===== src/logic/rimlm_cfg.svh =====
// constants of the regulator irq mask and load meter register block
`ifndef RIMLM_CFG_SVH
`define RIMLM_CFG_SVH

// ********************************************************
// register offsets
// ********************************************************
`define RIMLM_OFS_BUCK_MASKS     8'h22
`define RIMLM_OFS_LINREG_MASK    8'h23
`define RIMLM_OFS_MEAS_SELECT    8'h24
`define RIMLM_OFS_RESULT_HIGH    8'h25
`define RIMLM_OFS_RESULT_LOW     8'h26

// ********************************************************
// mask field positions (same layout for buck and linreg)
// ********************************************************
`define RIMLM_BIT_SECOND_PG_LOST      7
`define RIMLM_BIT_SECOND_PG_REGAINED  6
`define RIMLM_BIT_SECOND_OVERCURRENT  4
`define RIMLM_BIT_FIRST_PG_LOST       3
`define RIMLM_BIT_FIRST_PG_REGAINED   2
`define RIMLM_BIT_FIRST_OVERCURRENT   0
`define RIMLM_MASK_WRITABLE           8'hdd

// ********************************************************
// select and result fields, reset values
// ********************************************************
`define RIMLM_BIT_BUCK_SELECT    0
`define RIMLM_BIT_RESULT_MSB     8
`define RIMLM_RST_MASK           8'h00
`define RIMLM_RST_SELECT         1'h0
`define RIMLM_RST_RESULT         9'h000
`define RIMLM_RESULT_FULL_SCALE  9'h1ff

`endif


===== src/logic/rimlm_pkg.sv =====
// types of the regulator irq mask and load meter register block
package rimlm_pkg;

    // measurement sequencer states
    typedef enum logic [1:0] {
        RIMLM_IDLE,
        RIMLM_WAIT_DONE,
        RIMLM_CAPTURE
    } rimlm_meas_state_t;

endpackage


===== src/logic/rimlm_regulator_irq_mask_and_load_meter.sv =====
// register bank: regulator interrupt masks and buck load-current meter
`timescale 1ns/1ps
`include "rimlm_cfg.svh"

// Function
// - buck pg-lost mask bit blocks pg interrupt
// - buck pg-regained mask bit blocks pg interrupt
// - buck overcurrent mask bit blocks overcurrent interrupt
// - buck masks never touch raw status bits
// - linreg pg-lost mask bit blocks pg interrupt
// - linreg pg-regained mask bit blocks pg interrupt
// - linreg overcurrent mask bit blocks overcurrent interrupt
// - linreg masks never touch raw status bits
// - select bit zero picks buck, resets zero
// - each select write starts new measurement
// - dual-phase master reports summed phase currents
// - slave reports its own phase only
// - result bit eight at bit zero, rest zero
// - low eight result bits separate, reset zero
// - completion raises ready flag unless masked
module rimlm_regulator_irq_mask_and_load_meter #(
    parameter int RESULT_W = 9          // width of the current result
) (
    input  wire logic         clock,
    input  wire logic         rst_n,
    input  wire logic [7:0]   regAddr,
    input  wire logic         regWrite,
    input  wire logic [7:0]   regWdata,
    output logic      [7:0]   regRdata,
    input  wire logic [7:0]   factoryBuckMask,
    input  wire logic [7:0]   factoryLinregMask,
    input  wire logic [3:0]   pgInvalidPin,
    input  wire logic [3:0]   overcurrentPin,
    output logic      [3:0]   pgRaw,
    output logic      [3:0]   overcurrentRaw,
    output logic      [3:0]   pgIrqFlag,
    output logic      [3:0]   overcurrentIrqFlag,
    input  wire logic [3:0]   pgIrqClear,
    input  wire logic [3:0]   overcurrentIrqClear,
    output logic              measStart,
    output logic              measBuck,
    input  wire logic         measDonePin,
    input  wire logic [8:0]   firstPhaseCurrentPin,
    input  wire logic [8:0]   secondPhaseCurrentPin,
    input  wire logic         dualPhase,
    input  wire logic         secondBuckIsMaster,
    input  wire logic         measurementReadyIrqMask,
    output logic              measurementReadyIrqFlag,
    input  wire logic         measurementReadyIrqClear
);

    // ********************************************************
    // elaboration checks
    // ********************************************************
    // result split is fixed at eight low bits plus one high bit
    if (RESULT_W != 9) begin : g_bad_width
        $error("result width must be 9");
    end

    // ********************************************************
    // helper functions
    // ********************************************************
    // pick the three mask bits of one regulator pair entry
    function automatic logic [2:0] pick_mask(input logic [7:0] m,
                                             input logic       second);
        if (second) begin
            pick_mask = {m[`RIMLM_BIT_SECOND_PG_LOST],
                         m[`RIMLM_BIT_SECOND_PG_REGAINED],
                         m[`RIMLM_BIT_SECOND_OVERCURRENT]};
        end else begin
            pick_mask = {m[`RIMLM_BIT_FIRST_PG_LOST],
                         m[`RIMLM_BIT_FIRST_PG_REGAINED],
                         m[`RIMLM_BIT_FIRST_OVERCURRENT]};
        end
    endfunction

    // saturating sum of two phases, full scale is the top code
    function automatic logic [8:0] sat_sum(input logic [8:0] a,
                                           input logic [8:0] b);
        logic [9:0] s;
        s = {1'b0, a} + {1'b0, b};
        sat_sum = s[9] ? `RIMLM_RESULT_FULL_SCALE : s[8:0];
    endfunction

    // ********************************************************
    // pin synchronisers
    // ********************************************************
    logic [3:0] pgMeta_r;               // first stage, pg invalid
    logic [3:0] pgSync_r;               // second stage, pg invalid
    logic [3:0] ocMeta_r;               // first stage, overcurrent
    logic [3:0] ocSync_r;               // second stage, overcurrent
    logic       doneMeta_r;             // first stage, meter done
    logic       doneSync_r;             // second stage, meter done
    logic [8:0] firstMeta_r;            // first stage, phase 0 current
    logic [8:0] firstSync_r;            // second stage, phase 0 current
    logic [8:0] secondMeta_r;           // first stage, phase 1 current
    logic [8:0] secondSync_r;           // second stage, phase 1 current

    // all analog-side inputs pass two flops before any logic
    always_ff @(posedge clock or negedge rst_n) begin
        if (!rst_n) begin
            pgMeta_r     <= 4'h0;
            pgSync_r     <= 4'h0;
            ocMeta_r     <= 4'h0;
            ocSync_r     <= 4'h0;
            doneMeta_r   <= 1'h0;
            doneSync_r   <= 1'h0;
            firstMeta_r  <= 9'h000;
            firstSync_r  <= 9'h000;
            secondMeta_r <= 9'h000;
            secondSync_r <= 9'h000;
        end else begin
            pgMeta_r     <= pgInvalidPin;
            pgSync_r     <= pgMeta_r;
            ocMeta_r     <= overcurrentPin;
            ocSync_r     <= ocMeta_r;
            doneMeta_r   <= measDonePin;
            doneSync_r   <= doneMeta_r;
            firstMeta_r  <= firstPhaseCurrentPin;
            firstSync_r  <= firstMeta_r;
            secondMeta_r <= secondPhaseCurrentPin;
            secondSync_r <= secondMeta_r;
        end
    end

    // ********************************************************
    // raw status and edge detection
    // ********************************************************
    logic       doneSeen_r;             // previous synced done level

    // raw bits follow the conditions, masks never enter here
    always_ff @(posedge clock or negedge rst_n) begin
        if (!rst_n) begin
            pgRaw          <= 4'h0;
            overcurrentRaw <= 4'h0;
            doneSeen_r     <= 1'h0;
        end else begin
            pgRaw          <= pgSync_r;
            overcurrentRaw <= ocSync_r;
            doneSeen_r     <= doneSync_r;
        end
    end

    wire [3:0] pgLostEdge     = pgSync_r & ~pgRaw;   // valid to invalid
    wire [3:0] pgRegainedEdge = ~pgSync_r & pgRaw;   // invalid to valid
    wire [3:0] ocEdge         = ocSync_r & ~overcurrentRaw;
    wire       doneEdge       = doneSync_r & ~doneSeen_r;

    // ********************************************************
    // mask registers
    // ********************************************************
    logic [7:0] buckMask_r;             // buck interrupt masks
    logic [7:0] linregMask_r;           // linreg interrupt masks
    logic       masksLoaded_r;          // factory copy taken

    wire hitBuckMask   = (regAddr == `RIMLM_OFS_BUCK_MASKS);
    wire hitLinregMask = (regAddr == `RIMLM_OFS_LINREG_MASK);
    wire hitSelect     = (regAddr == `RIMLM_OFS_MEAS_SELECT);
    wire hitHigh       = (regAddr == `RIMLM_OFS_RESULT_HIGH);
    wire hitLow        = (regAddr == `RIMLM_OFS_RESULT_LOW);

    // factory straps are caught by the clock after release, not by
    // the reset itself, so the async branch only sees constants
    always_ff @(posedge clock or negedge rst_n) begin
        if (!rst_n) begin
            buckMask_r    <= `RIMLM_RST_MASK;
            linregMask_r  <= `RIMLM_RST_MASK;
            masksLoaded_r <= 1'h0;
        end else if (!masksLoaded_r) begin
            // first edge after release: copy factory settings
            buckMask_r    <= factoryBuckMask & `RIMLM_MASK_WRITABLE;
            linregMask_r  <= factoryLinregMask & `RIMLM_MASK_WRITABLE;
            masksLoaded_r <= 1'h1;
        end else if (regWrite && hitBuckMask) begin
            buckMask_r    <= regWdata & `RIMLM_MASK_WRITABLE;
        end else if (regWrite && hitLinregMask) begin
            linregMask_r  <= regWdata & `RIMLM_MASK_WRITABLE;
        end
    end

    // ********************************************************
    // interrupt flag gating
    // ********************************************************
    // per regulator: {pg lost, pg regained, overcurrent} mask bits
    // index 0 first buck, 1 second buck, 2 first linreg, 3 second
    wire [2:0] maskOf [4];
    assign maskOf[0] = pick_mask(buckMask_r, 1'b0);
    assign maskOf[1] = pick_mask(buckMask_r, 1'b1);
    assign maskOf[2] = pick_mask(linregMask_r, 1'b0);
    assign maskOf[3] = pick_mask(linregMask_r, 1'b1);

    logic [3:0] pgSet;                  // unmasked pg events
    logic [3:0] ocSet;                  // unmasked overcurrent events

    // a set bit in the mask stops only the interrupt path
    always_comb begin
        for (int i = 0; i < 4; i++) begin
            pgSet[i] = (pgLostEdge[i] & ~maskOf[i][2])
                     | (pgRegainedEdge[i] & ~maskOf[i][1]);
            ocSet[i] = ocEdge[i] & ~maskOf[i][0];
        end
    end

    // sticky flags; an event in the clear cycle wins over the clear
    always_ff @(posedge clock or negedge rst_n) begin
        if (!rst_n) begin
            pgIrqFlag          <= 4'h0;
            overcurrentIrqFlag <= 4'h0;
        end else begin
            pgIrqFlag          <= pgSet | (pgIrqFlag & ~pgIrqClear);
            overcurrentIrqFlag <= ocSet
                                | (overcurrentIrqFlag & ~overcurrentIrqClear);
        end
    end

    // ********************************************************
    // measurement sequencer
    // ********************************************************
    rimlm_pkg::rimlm_meas_state_t measState_r;  // sequencer state
    logic [8:0] result_r;               // last captured result
    logic       measReadyEvent_r;       // one-cycle completion pulse

    wire selectWrite = regWrite && hitSelect;
    // the selected buck is master when dual-phase and it owns the pair
    wire selIsMaster = dualPhase && (measBuck == secondBuckIsMaster);
    wire [8:0] selPhase  = measBuck ? secondSync_r : firstSync_r;
    wire [8:0] measValue = selIsMaster
                         ? sat_sum(firstSync_r, secondSync_r)
                         : selPhase;

    // a new write restarts from scratch; the last result stays
    // readable until the new one is captured
    always_ff @(posedge clock or negedge rst_n) begin
        if (!rst_n) begin
            measState_r      <= rimlm_pkg::RIMLM_IDLE;
            measBuck         <= `RIMLM_RST_SELECT;
            measStart        <= 1'h0;
            result_r         <= `RIMLM_RST_RESULT;
            measReadyEvent_r <= 1'h0;
        end else begin
            measStart        <= selectWrite;
            measReadyEvent_r <= 1'h0;
            if (selectWrite) begin
                measBuck    <= regWdata[`RIMLM_BIT_BUCK_SELECT];
                measState_r <= rimlm_pkg::RIMLM_WAIT_DONE;
            end else begin
                case (measState_r)
                    rimlm_pkg::RIMLM_IDLE: begin
                        measState_r <= rimlm_pkg::RIMLM_IDLE;
                    end
                    rimlm_pkg::RIMLM_WAIT_DONE: begin
                        // values settle with done, take them next edge
                        if (doneEdge) begin
                            measState_r <= rimlm_pkg::RIMLM_CAPTURE;
                        end
                    end
                    rimlm_pkg::RIMLM_CAPTURE: begin
                        result_r         <= measValue;
                        measReadyEvent_r <= 1'h1;
                        measState_r      <= rimlm_pkg::RIMLM_IDLE;
                    end
                    default: begin
                        measState_r <= rimlm_pkg::RIMLM_IDLE;
                    end
                endcase
            end
        end
    end

    // ready flag, masked here by the mask input, set wins over clear
    always_ff @(posedge clock or negedge rst_n) begin
        if (!rst_n) begin
            measurementReadyIrqFlag <= 1'h0;
        end else begin
            measurementReadyIrqFlag <=
                (measReadyEvent_r & ~measurementReadyIrqMask)
                | (measurementReadyIrqFlag & ~measurementReadyIrqClear);
        end
    end

    // ********************************************************
    // register read port
    // ********************************************************
    // unmapped offsets read zero; reserved bits read zero
    wire [7:0] readMux =
          hitBuckMask   ? buckMask_r
        : hitLinregMask ? linregMask_r
        : hitSelect     ? {7'h00, measBuck}
        : hitHigh       ? {7'h00, result_r[`RIMLM_BIT_RESULT_MSB]}
        : hitLow        ? result_r[7:0]
        : 8'h00;

    // read data is registered and follows the address one cycle late
    always_ff @(posedge clock or negedge rst_n) begin
        if (!rst_n) begin
            regRdata <= 8'h00;
        end else begin
            regRdata <= readMux;
        end
    end

endmodule // rimlm_regulator_irq_mask_and_load_meter


===== config.mk =====
export PLATFORM = sky130hd
export DESIGN_NAME = rimlm_regulator_irq_mask_and_load_meter
export DESIGN_NICKNAME = d
export VERILOG_FILES = /design/src/logic/rimlm_pkg.sv /design/src/logic/rimlm_regulator_irq_mask_and_load_meter.sv
export VERILOG_INCLUDE_DIRS = /design/src /design/src/logic
export SDC_FILE = /design/constraint.sdc
export NUM_CORES = 1
export LEC_CHECK = 0
export BUFFER_PORTS_ARGS = -buffer_cell sky130_fd_sc_hd__buf_2
export CORE_UTILIZATION = 35
export DETAILED_ROUTE_END_ITERATION = 10
export SLEW_MARGIN = 20
export SYNTH_ARGS = -nofsm -noshare
export SYNTH_HDL_FRONTEND = slang
export SYNTH_SLANG_ARGS = --single-unit

===== constraint.sdc =====
create_clock -name clock -period 4.1 [get_ports clock]
set_clock_uncertainty 0.2 [all_clocks]
set_input_delay 0.41 -clock clock [delete_from_list [all_inputs] [get_ports clock]]
set_output_delay 0.41 -clock clock [all_outputs]
set_load 0.03 [all_outputs]

==> metrics.md, run 1 <==
| Metric | Value |
|---|---|
| Via count | `between 2000 and 3000` |
| Fill cell count | `approximately 1000` |
| Most common cell after layout, fill and taps aside | `dfrtp_1` |
| Static Leak | `between 2 and 3 nW` |
| Ports | `between 100 and 150` |
| Final Hold Vio Count | `0` |
| NumNets Final | `~540` |
| Post-synthesis instance total | `about 340` |
| Sw Ratio | `0.253` |
| Synth-to-Final Area Change | `28.8%` |
| R2R depth | `9` |
| CTS tree | `yes` |
| Final HPWL DP | `5680 um` |
| Core region area | `between 10000 and 15000 um2` |
| Syn Area/Cell | `around 12 um2` |
| Worst skew pair latency | `between 0.3 and 0.4 ns` |
| IO buf count | `94` |
| Layout cells sized above 1 | `0.247` |
| Number of detailed-route iterations in the first pass | `4` |
| Worst hold path type | `input port to flip-flop` |
| Crit path DAT | `about 2.4 ns` |
| CTS buffer count | `9` |
| Total die area | `approximately 12000 um2` |
| Outcome | `finished clean` |
| Achievable frequency | `just over 400 MHz` |
| Final ANT Viol Nets | `0` |
| Fin crit share | `0.593` |
| Die Height | `around 110 um` |
| Setup ws final | `about 1.7 ns` |
| Syn_nets | `between 400 and 500` |
| DRT iter0 DRCs | `69` |
| Post-route setup TNS | `0 ns` |
| Routed len/inst | `between 10 and 15 um` |
| End point of the critical path | `result_r[8]` |
| Sink Count | `107` |
| Critical Path Start Type | `flip-flop` |
| Reg-to-reg endpoint | `result_r[8]` |
| Number of global-route vias before repair | `about 2700` |
| FF+latch count, synth | `about 110` |
| P_int | `between 1.5 and 2 mW` |
| Crit. End Element | `flip-flop` |
| Worst-path maximum fanout | `3` |
| Root Driver | `clkbuf_16` |
| Post-CTS Setup Inserts | `0` |
| Final Setup Violations | `0` |
| Total Routing Usage GR | `0.148` |
| Yosys cell types | `45` |
| Seq/Total Area, Yosys | `0.661` |
| Clock-pin slew of the registers on the worst-case setup and hold paths | `around 0.070 ns` |
| Slew Viols, Final | `0` |
| Minimum clock period | `between 2 and 2.5 ns` |
| Slew margin rel. | `0.508` |
| Req. time, crit path | `~4.1 ns` |
| Sequential share of power | `0.530` |
| Vias per cell | `4.69` |
| Worst slew pin tran | `~0.74 ns` |
| Worst vdd ir | `0.000179 V` |
| First-pass GRT wire length | `roughly 13000 um` |
| Sw power | `between 500 and 600 uW` |
| Critical path class | `flip-flop to flip-flop` |
| Most frequent cells in the layout | `dfrtp_1 (107), buf_2 (93), a21oi_1 (30)` |
| Largest net degree at the start of global routing | `84` |
| Num rows | `38` |
| Multi-input logic area | `around 1200 um2` |
| Max Root-Sink Buffers | `2` |
| Register area | `2680 um2` |
| Gpl congestion | `around 0.84` |
| Setup slack, reg-to-reg | `1.67 ns` |
| Post-DP Area | `around 4700 um2` |
| Synth warn | `0` |
| RSZ-0062 raised after global routing | `false` |
| R2r startpoint | `firstSync_r[0]` |
| Post-route cell area | `~5200 um2` |
| PD cells | `approximately 420 nW/um2` |
| GRT overflow | `0` |
| Starting Density | `0.367` |
| Initial antenna violation count | `1` |
| Cell Area, Synth | `roughly 4000 um2` |
| Gate power share | `0.111` |
| Htree depth | `3` |
| Die width | `110 um` |
| Residual DRC count | `0` |
| Maxcap violations | `0` |
| Worst slack, placed | `1.68 ns` |
| Critical Path Start | `firstSync_r[0]` |
| Drt total wl | `around 8100 um` |
| Clock power share | `0.359` |
-- worst max-delay path, cell delays in order (launching register included) --
cell	delay, ns
dfrtp_1	0.38
ha_1	0.24
inv_1	0.08
fa_1	0.21
nor2b_1	0.07
o31a_1	0.27
o311a_1	0.31
or3_1	0.30
a21oi_1	0.16
o41ai_1	0.07
-- synthesized netlist by cell type --
| master | count | area share |
|---|---|---|
| inv_2 | 1 | 0.00093 |
| or3_1 | 2 | 0.0031 |
| buf_4 | 1 | 0.0019 |
| a21o_1 | 2 | 0.0037 |
| o31a_1 | 1 | 0.0022 |
| xnor2_1 | 3 | 0.0065 |
| o21a_1 | 3 | 0.0056 |
| a211oi_1 | 2 | 0.0037 |
| and2_1 | 4 | 0.0062 |
| fa_1 | 1 | 0.0049 |
| clkbuf_1 | 6 | 0.0056 |
| o22ai_1 | 2 | 0.0031 |
| nor3_1 | 9 | 0.011 |
| o21ai_0 | 18 | 0.022 |
| nor2_4 | 1 | 0.0028 |
| a22oi_1 | 1 | 0.0019 |
| o311a_1 | 1 | 0.0025 |
| nand3_1 | 2 | 0.0025 |
| ha_1 | 9 | 0.028 |
| o21ai_1 | 7 | 0.0087 |
| mux2i_1 | 18 | 0.044 |
| o211ai_1 | 2 | 0.0037 |
| nor2_1 | 25 | 0.023 |
| o2111ai_1 | 1 | 0.0022 |
| a21oi_1 | 30 | 0.037 |
| nand2b_1 | 2 | 0.0031 |
| buf_1 | 1 | 0.00093 |
| dfrtp_1 | 107 | 0.66 |
| o211a_1 | 1 | 0.0025 |
| buf_2 | 2 | 0.0025 |
| clkinv_1 | 1 | 0.00093 |
| nor3b_1 | 7 | 0.013 |
| nor4_1 | 2 | 0.0031 |
| o21ai_2 | 2 | 0.0043 |
| conb_1 | 1 | 0.00093 |
| nand2_1 | 21 | 0.019 |
| nor2b_1 | 5 | 0.0077 |
| o32ai_1 | 4 | 0.0087 |
| and3_1 | 1 | 0.0015 |
| xor2_1 | 1 | 0.0022 |
| nand4b_1 | 1 | 0.0022 |
| inv_1 | 19 | 0.018 |
| o41ai_1 | 3 | 0.0065 |
| nand3b_2 | 1 | 0.0028 |
| nand4_1 | 1 | 0.0015 |
-- worst min-delay path by stage --
stage	from	endpoint	cells after the start
after floorplan	rst_n	buckMask_r[0]	0
after global placement	pgMeta_r[1]	pgSync_r[1]	0
after detailed placement	doneMeta_r	doneSync_r	0
after CTS	overcurrentIrqClear[3]	overcurrentIrqFlag[3]	2
after global routing	overcurrentIrqClear[3]	overcurrentIrqFlag[3]	2
final	overcurrentIrqClear[3]	overcurrentIrqFlag[3]	2
-- through the flow --
| step | hold WS [ns] | total power, mW | utilization | std cells |
|---|---|---|---|---|
| final | 0.0305 | 2.19 | 0.473 | 603 |
| after global routing | 0.0131 | 2.31 | 0.473 | 603 |
| after CTS | 0.0198 | 2.22 | 0.471 | 601 |
| after detailed placement | 0.135 | 1.41 | 0.423 | 560 |
| after global placement | 0.134 | 1.40 | 0.423 | 560 |
| after floorplan | -0.0856 | 1.31 | - | 335 |
-- logic make-up after synthesis --
logic type | after synthesis | synth area share
DFF | 107 | 0.661
muxes | 18 | 0.0445
and+or+nand+nor | 84 | 0.103
other | 1 | 0.000926
AOI/OAI and AO/OA | 80 | 0.118
adders and majority gates | 10 | 0.0328
buffers and inverters | 31 | 0.0303
xor gates and xnor gates | 4 | 0.00865
-- power groups by stage --
stage                     sequential [mW]  combinational, mW  clock [mW]
after floorplan                      1.20              0.111           0
after global placement               1.18              0.220           0
after detailed placement             1.18              0.224           0
after CTS                            1.16              0.245       0.814
after global routing                 1.17              0.273       0.860
final                                1.16              0.243       0.789
-- flip-flops by register name, summed over array words and instances, names as in the netlist, 4 cells and up --
register	count
firstMeta_r	9
secondMeta_r	9
pgMeta_r	4
ocMeta_r	4
pgRaw	4
ocSync_r	4
linregMask_r	6
overcurrentIrqFlag	4
result_r	9
pgSync_r	4
firstSync_r	9
secondSync_r	9
pgIrqFlag	4
overcurrentRaw	4
buckMask_r	6
regRdata	8
-- metal layers --
| metal | routed length [um] | track usage | vias to the layer above | share of wire |
|---|---|---|---|---|
| met5 | 0 | 0 | - | 0 |
| met4 | 116 | 0.0743 | 0 | 0.014 |
| met3 | 423 | 0.0302 | 10 | 0.053 |
| met2 | 3720 | 0.230 | 72 | 0.46 |
| met1 | 3790 | 0.196 | 1339 | 0.47 |
| li1 | - | - | 1406 | - |
-- area by class of cell --
type,count,area share
clock buffers,9,0.0432
inverters,21,0.0151
multi-input cells,197,0.240
well taps,140,0.0336
diodes,1,0.000480
flip-flops and latches,107,0.514
repair buffers,123,0.147
clock inverters,5,0.00792
-- what timing repair did --
item                                   in CTS  in global routing
endpoints found under the hold margin      27                 82
hold buffers                               27                  1
gates resized for setup                     0                  0
setup endpoints to repair                   0                  0
(Power assumes the default switching activity.)
==> inputs of run 2 (changes only) <==
- clock period: 4.1 -> 2.2 ns (I/O delays scaled with it)
==> run 2 against run 1 <==
The run now ends with negative setup slack left. Via count is 5.4% higher. Clock power is 89% higher. Design area is 8.4% higher. Combinational power is 120% higher. Count of clock-buffer cells in the layout is 3 higher. Sequential power is 86% higher. Critical path type unchanged. Critical endpoint unchanged. Largest cell class unchanged.
==> metrics.md, run 2 (same netlist as run 1, synthesis figures left out) <==
| Metric | Value |
|---|---|
| Outcome | `complete, but fails checks` |
| Failing checks | `negative setup slack` |
| Worst hold path type | `input port to flip-flop` |
| Final ANT Viol Nets | `0` |
| Critical Path Start Type | `flip-flop` |
| Setup ws final | `-0.117 ns` |
| Vias per cell | `4.61` |
| Die width | `approximately 110 um` |
| Total Routing Usage GR | `0.156` |
| Crit path DAT | `roughly 2.3 ns` |
| End point of the critical path | `result_r[8]` |
| Final HPWL DP | `5900 um` |
| Core region area | `between 10000 and 15000 um2` |
| Slew margin rel. | `0.541` |
| GRT overflow | `0` |
| Critical path class | `flip-flop to flip-flop` |
| R2r startpoint | `firstSync_r[0]` |
| Layout cells sized above 1 | `0.281` |
| R2R depth | `9` |
| Worst-path maximum fanout | `3` |
| Most common cell after layout, fill and taps aside | `dfrtp_1` |
| First-pass GRT wire length | `~14000 um` |
| Number of global-route vias before repair | `just under 3000` |
| Largest net degree at the start of global routing | `45` |
| Minimum clock period | `roughly 2.3 ns` |
| CTS buffer count | `9` |
| Final Hold Vio Count | `0` |
| Max Root-Sink Buffers | `2` |
| Via count | `2980` |
| Die Height | `between 100 and 150 um` |
| Starting Density | `0.367` |
| Post-route setup TNS | `-0.130 ns` |
| Synth-to-Final Area Change | `39.6%` |
| Post-DP Area | `approximately 4800 um2` |
| Drt total wl | `around 8500 um` |
| Crit. End Element | `flip-flop` |
| Antenna Diode Count | `0` |
| Worst skew pair latency | `0.34 ns` |
| Root Driver | `clkbuf_16` |
| Final core utilization | `0.513` |
| Worst vdd ir | `about 0.00036 V` |
| IO buf count | `94` |
| Setup slack, reg-to-reg | `-0.12 ns` |
| RSZ-0062 raised after global routing | `true` |
| Htree depth | `3` |
| Final total power | `4.20 mW` |
| Clock-pin slew of the registers on the worst-case setup and hold paths | `0.07 ns` |
| Gpl congestion | `0.847` |
| Maxcap violations | `0` |
| Max stage delay cell, worst path | `dfrtp_1` |
| Critical Path Start | `firstSync_r[0]` |
| DRT iter0 DRCs | `around 130` |
| CTS tree | `yes` |
| Worst slew pin tran | `0.689 ns` |
| Number of detailed-route iterations in the first pass | `4` |
| Ports | `just over 100` |
| Most frequent cells in the layout | `dfrtp_1 (107), buf_2 (93), dlygate4sd3_1 (54)` |
| PD cells | `743 nW/um2` |
| Req. time, crit path | `approximately 2.2 ns` |
| Initial antenna violation count | `0` |
| Static Leak | `about 2.7 nW` |
| Post-route cell area | `5650 um2` |
| Sink Count | `around 110` |
| Reg-to-reg endpoint | `result_r[8]` |
| Fin Hold WS | `0.0233 ns` |
| Cell Chain, Critical Path | `ha_2 -> inv_2 -> fa_2 -> nor2b_2 -> o31a_1 -> o311a_1 -> or3_1 -> a21oi_2 -> o41ai_1` |
| Fin crit share | `1.05` |
| NumNets Final | `585` |
| Slew Viols, Final | `0` |
| Largest stage delay on the critical path | `about 0.39 ns` |
| Residual DRC count | `0` |
| Total die area | `about 12000 um2` |
| Achievable frequency | `around 430 MHz` |
| Routed len/inst | `approximately 13 um` |
| Final Setup Violations | `2` |
| Num rows | `38` |
==> run 2: cell types whose count changed in the layout (fill, tap and decap cells not counted), moves of 2 or more <==
cell           previous run  this run
clkinvlp_4                2         0
dlygate4sd3_1            28        54
o21ai_0                  18        12
o21ai_1                   7        12
a21oi_1                  30        28
clkbuf_8                  0         2
buf_4                     1        17
clkinv_2                  0         3
a21oi_2                   0         2
clkinv_4                  2         0
==> run 2: final cells by class <==
cell class | count | area [um2]
Fill cell | 981 | 5380
Inverter | 21 | 78.8
Sequential cell | 107 | 2680
Timing Repair Buffer | 165 | 1150
Multi-Input combinational cell | 197 | 1290
Tap cell | 140 | 175
Clock inverter | 4 | 23.8
Clock buffer | 12 | 256
==> run 2: routing by layer <==
layer,vias to the layer above,share of wire,GRT usage
met5,-,0,0
li1,1491,-,-
met1,1406,0.46,0.200
met4,0,0.017,0.0619
met3,11,0.045,0.0397
met2,72,0.48,0.252
==> run 2: worst max-delay path, delay by kind of cell, from the launching register on <==
family	cells	cell delay, ns
DFF	1	0.39
and+or+nand+nor	2	0.37
adders and majority gates	2	0.41
AOI/OAI and AO/OA	4	0.78
buffers and inverters	1	0.06
==> run 2: worst min-delay path by stage <==
stage	start	to	slack, ns	cells after the start
detailed placement	rst_n	ocMeta_r[2]	0.02	1
floorplan	rst_n	buckMask_r[0]	-0.28	0
global placement	rst_n	ocMeta_r[2]	0.02	1
CTS	regWdata[7]	linregMask_r[7]	0.008	3
finish	regWdata[7]	linregMask_r[7]	0.02	3
global route	regWdata[7]	linregMask_r[7]	0.01	3
==> run 2: through the flow <==
stage | instances | setup WS, ns
2_1_floorplan | 335 | -0.0111
3_3_place_gp | 573 | -0.0787
3_5_place_dp | 573 | -0.123
4_1_cts | 644 | -0.125
5_1_grt | 646 | -0.226
6_report | 646 | -0.117
==> run 2: repair_timing <==
action	4_1_cts	5_1_grt
hold buffers	54	0
hold endpoints to repair	86	0
pin swaps	1	4
endpoints found under the setup margin	4	12
buffers inserted	1	2
gates resized for setup	3	12
==> run 2: power breakdown <==
group          internal (mW)  switching [mW]  leakage, nW
Sequential              2.09          0.0738         1.29
Clock                  0.828           0.667        0.143
Combinational          0.266           0.277         1.28
==> inputs of run 3 (changes only) <==
- CELL_PAD_IN_SITES_DETAIL_PLACEMENT: not set -> 1
- CELL_PAD_IN_SITES_GLOBAL_PLACEMENT: not set -> 1
- PLACE_DENSITY_LB_ADDON: not set -> 0.1
- REMOVE_ABC_BUFFERS: not set -> 1
==> run 3 against run 2 <==
The flow still finishes with violations (negative setup slack). Via count up 5.6%. Maximum frequency shrank 3.7%. Wire length grew 22%. Sequential share of layout area shrank 1.4 points. Clock power up 17%. Die area did not move. Final cell count rose by 1.5%. First-iteration DRC count shrank 58%. Design area is 3.0% higher. Critical path depth unchanged. Register-to-register slack worse by 0.09 ns. Critical path type unchanged.
==> metrics.md, run 3 (same netlist as run 1, synthesis figures left out) <==
| Metric | Value |
|---|---|
| R2R depth | `9` |
| Drt total wl | `between 10000 and 15000 um` |
| Starting Density | `0.367` |
| Most frequent cells in the layout | `dfrtp_1 (107), buf_2 (93), dlygate4sd3_1 (58)` |
| Clock-pin slew of the registers on the worst-case setup and hold paths | `around 0.070 ns` |
| Worst slack, placed | `-0.252 ns` |
| Worst slew pin tran | `roughly 0.75 ns` |
| Num rows | `38` |
| Worst skew pair latency | `~0.35 ns` |
| GRT overflow | `0` |
| Fin crit share | `1.09` |
| Slew margin rel. | `0.499` |
| Setup ws final | `-0.207 ns` |
| Slew Viols, Final | `0` |
| NumNets Final | `595` |
| Final ANT Viol Nets | `0` |
| Critical Path Start Type | `flip-flop` |
| CTS tree | `yes` |
| Cell Chain, Critical Path | `ha_2 -> inv_2 -> fa_2 -> nor2b_2 -> o31a_1 -> o311a_1 -> or3_4 -> a21oi_2 -> o41ai_1` |
| RSZ-0062 raised after global routing | `true` |
| PD cells | `approximately 770 nW/um2` |
| Hold Crit Depth | `3` |
| Failing checks | `negative setup slack` |
| Req. time, crit path | `~2.2 ns` |
| Critical path class | `flip-flop to flip-flop` |
| Worst hold path type | `input port to flip-flop` |
| Routed len/inst | `between 15 and 20 um` |
| Max Root-Sink Buffers | `2` |
| M2 GR Usage | `0.328` |
| Synth-to-Final Area Change | `43.8%` |
| Crit path DAT | `approximately 2.4 ns` |
| Htree depth | `3` |
| Final Hold Vio Count | `0` |
| Static Leak | `about 2.8 nW` |
| Outcome | `complete, but fails checks` |
| Met3 Usage GRT | `0.0338` |
| Worst vdd ir | `0.000738 V` |
| Setup slack, reg-to-reg | `-0.21 ns` |
| Maxcap violations | `0` |
| Ports | `just over 100` |
| Multi-input logic area | `1320 um2` |
| Residual DRC count | `0` |
| Fin Hold WS | `~0.029 ns` |
| Register area | `~2700 um2` |
| Die Height | `110 um` |
| CP Buf/Inv Count | `1` |
| Die width | `between 100 and 150 um` |
| Final HPWL DP | `a little under 7000 um` |
| Most common cell after layout, fill and taps aside | `dfrtp_1` |
| Layout cells sized above 1 | `0.295` |
| Max stage delay cell, worst path | `dfrtp_1` |
| Root Driver | `clkbuf_16` |
| Reg-to-reg endpoint | `result_r[8]` |
| Core region area | `11000 um2` |
| Total die area | `about 12000 um2` |
| GR Util met1 | `0.230` |
| Achievable frequency | `roughly 420 MHz` |
| Final core utilization | `0.528` |
| CP delay by family, top | `compound AO/OA/AOI/OAI gates` |
| Antenna Diode Count | `0` |
| R2r startpoint | `firstSync_r[0]` |
| Largest stage delay on the critical path | `around 0.39 ns` |
| Final Setup Violations | `2` |
| Post-DP Area | `4790 um2` |
| Post-Place Cells | `575` |
| Fin cells | `656` |
| Number of detailed-route iterations in the first pass | `4` |
| Final total power | `4.51 mW` |
| CTS buffer count | `9` |
| Number of global-route vias before repair | `roughly 3400` |
| Gpl congestion | `0.796` |
| Post-route setup TNS | `-0.372 ns` |
| Vias per cell | `~4.8` |
| Worst-path maximum fanout | `2` |
| Min-delay src | `regWdata[4]` |
| First-pass GRT wire length | `around 17000 um` |
| Sink Count | `about 110` |
| DRT iter0 DRCs | `52` |
| Minimum clock period | `roughly 2.4 ns` |
| Post-route cell area | `5820 um2` |
| Crit. End Element | `flip-flop` |
| Fill cell count | `1196` |
| Most Crowded Layer GR | `met2` |
| Via count | `roughly 3100` |
| Largest net degree at the start of global routing | `48` |
| IO buf count | `94` |
| Hold EP | `buckMask_r[4]` |
| Total Routing Usage GR | `0.190` |
| Initial antenna violation count | `0` |
==> run 3: metal layers <==
layer / vias up / share of wire
met5: - / 0
met4: 0 / 0.022
met3: 15 / 0.030
met2: 61 / 0.52
met1: 1564 / 0.43
li1: 1508 / -
==> run 3: final cells by class <==
cell class,instances,area share
Clock buffer,10,0.0410
Timing Repair Buffer,175,0.214
Sequential cell,107,0.460
Inverter,21,0.0135
Multi-Input combinational cell,197,0.226
Tap cell,140,0.0301
Clock inverter,6,0.0153
==> run 3: how the worst max path moves through the flow <==
stage	depth (start not counted)	from	end	slack, ns
3_5_place_dp	9	firstSync_r[0]	result_r[8]	-0.25
2_1_floorplan	9	firstSync_r[0]	result_r[8]	-0.06
5_1_grt	9	firstSync_r[0]	result_r[8]	-0.28
4_1_cts	9	firstSync_r[0]	result_r[8]	-0.18
6_report	9	firstSync_r[0]	result_r[8]	-0.21
3_3_place_gp	9	firstSync_r[0]	result_r[8]	-0.12
==> run 3: power breakdown <==
group | total, mW | internal [mW] | switching (mW)
combinational | 0.589 | 0.287 | 0.302
sequential | 2.17 | 2.09 | 0.0799
clock | 1.75 | 1.03 | 0.721
total | 4.51 | 3.40 | 1.10
==> run 3: repair_timing <==
item                                   4_1_cts  5_1_grt
setup buffers                                3        4
endpoints found under the hold margin       83        0
hold buffers                                58        0
setup endpoints to repair                    7       12
resized for setup                            8       14
pin swaps                                    7        5
==> run 3: worst min-delay path: stages <==
cell and delay [ns]:
buf_2 0.09, mux2i_1 0.07, a21oi_1 0.15
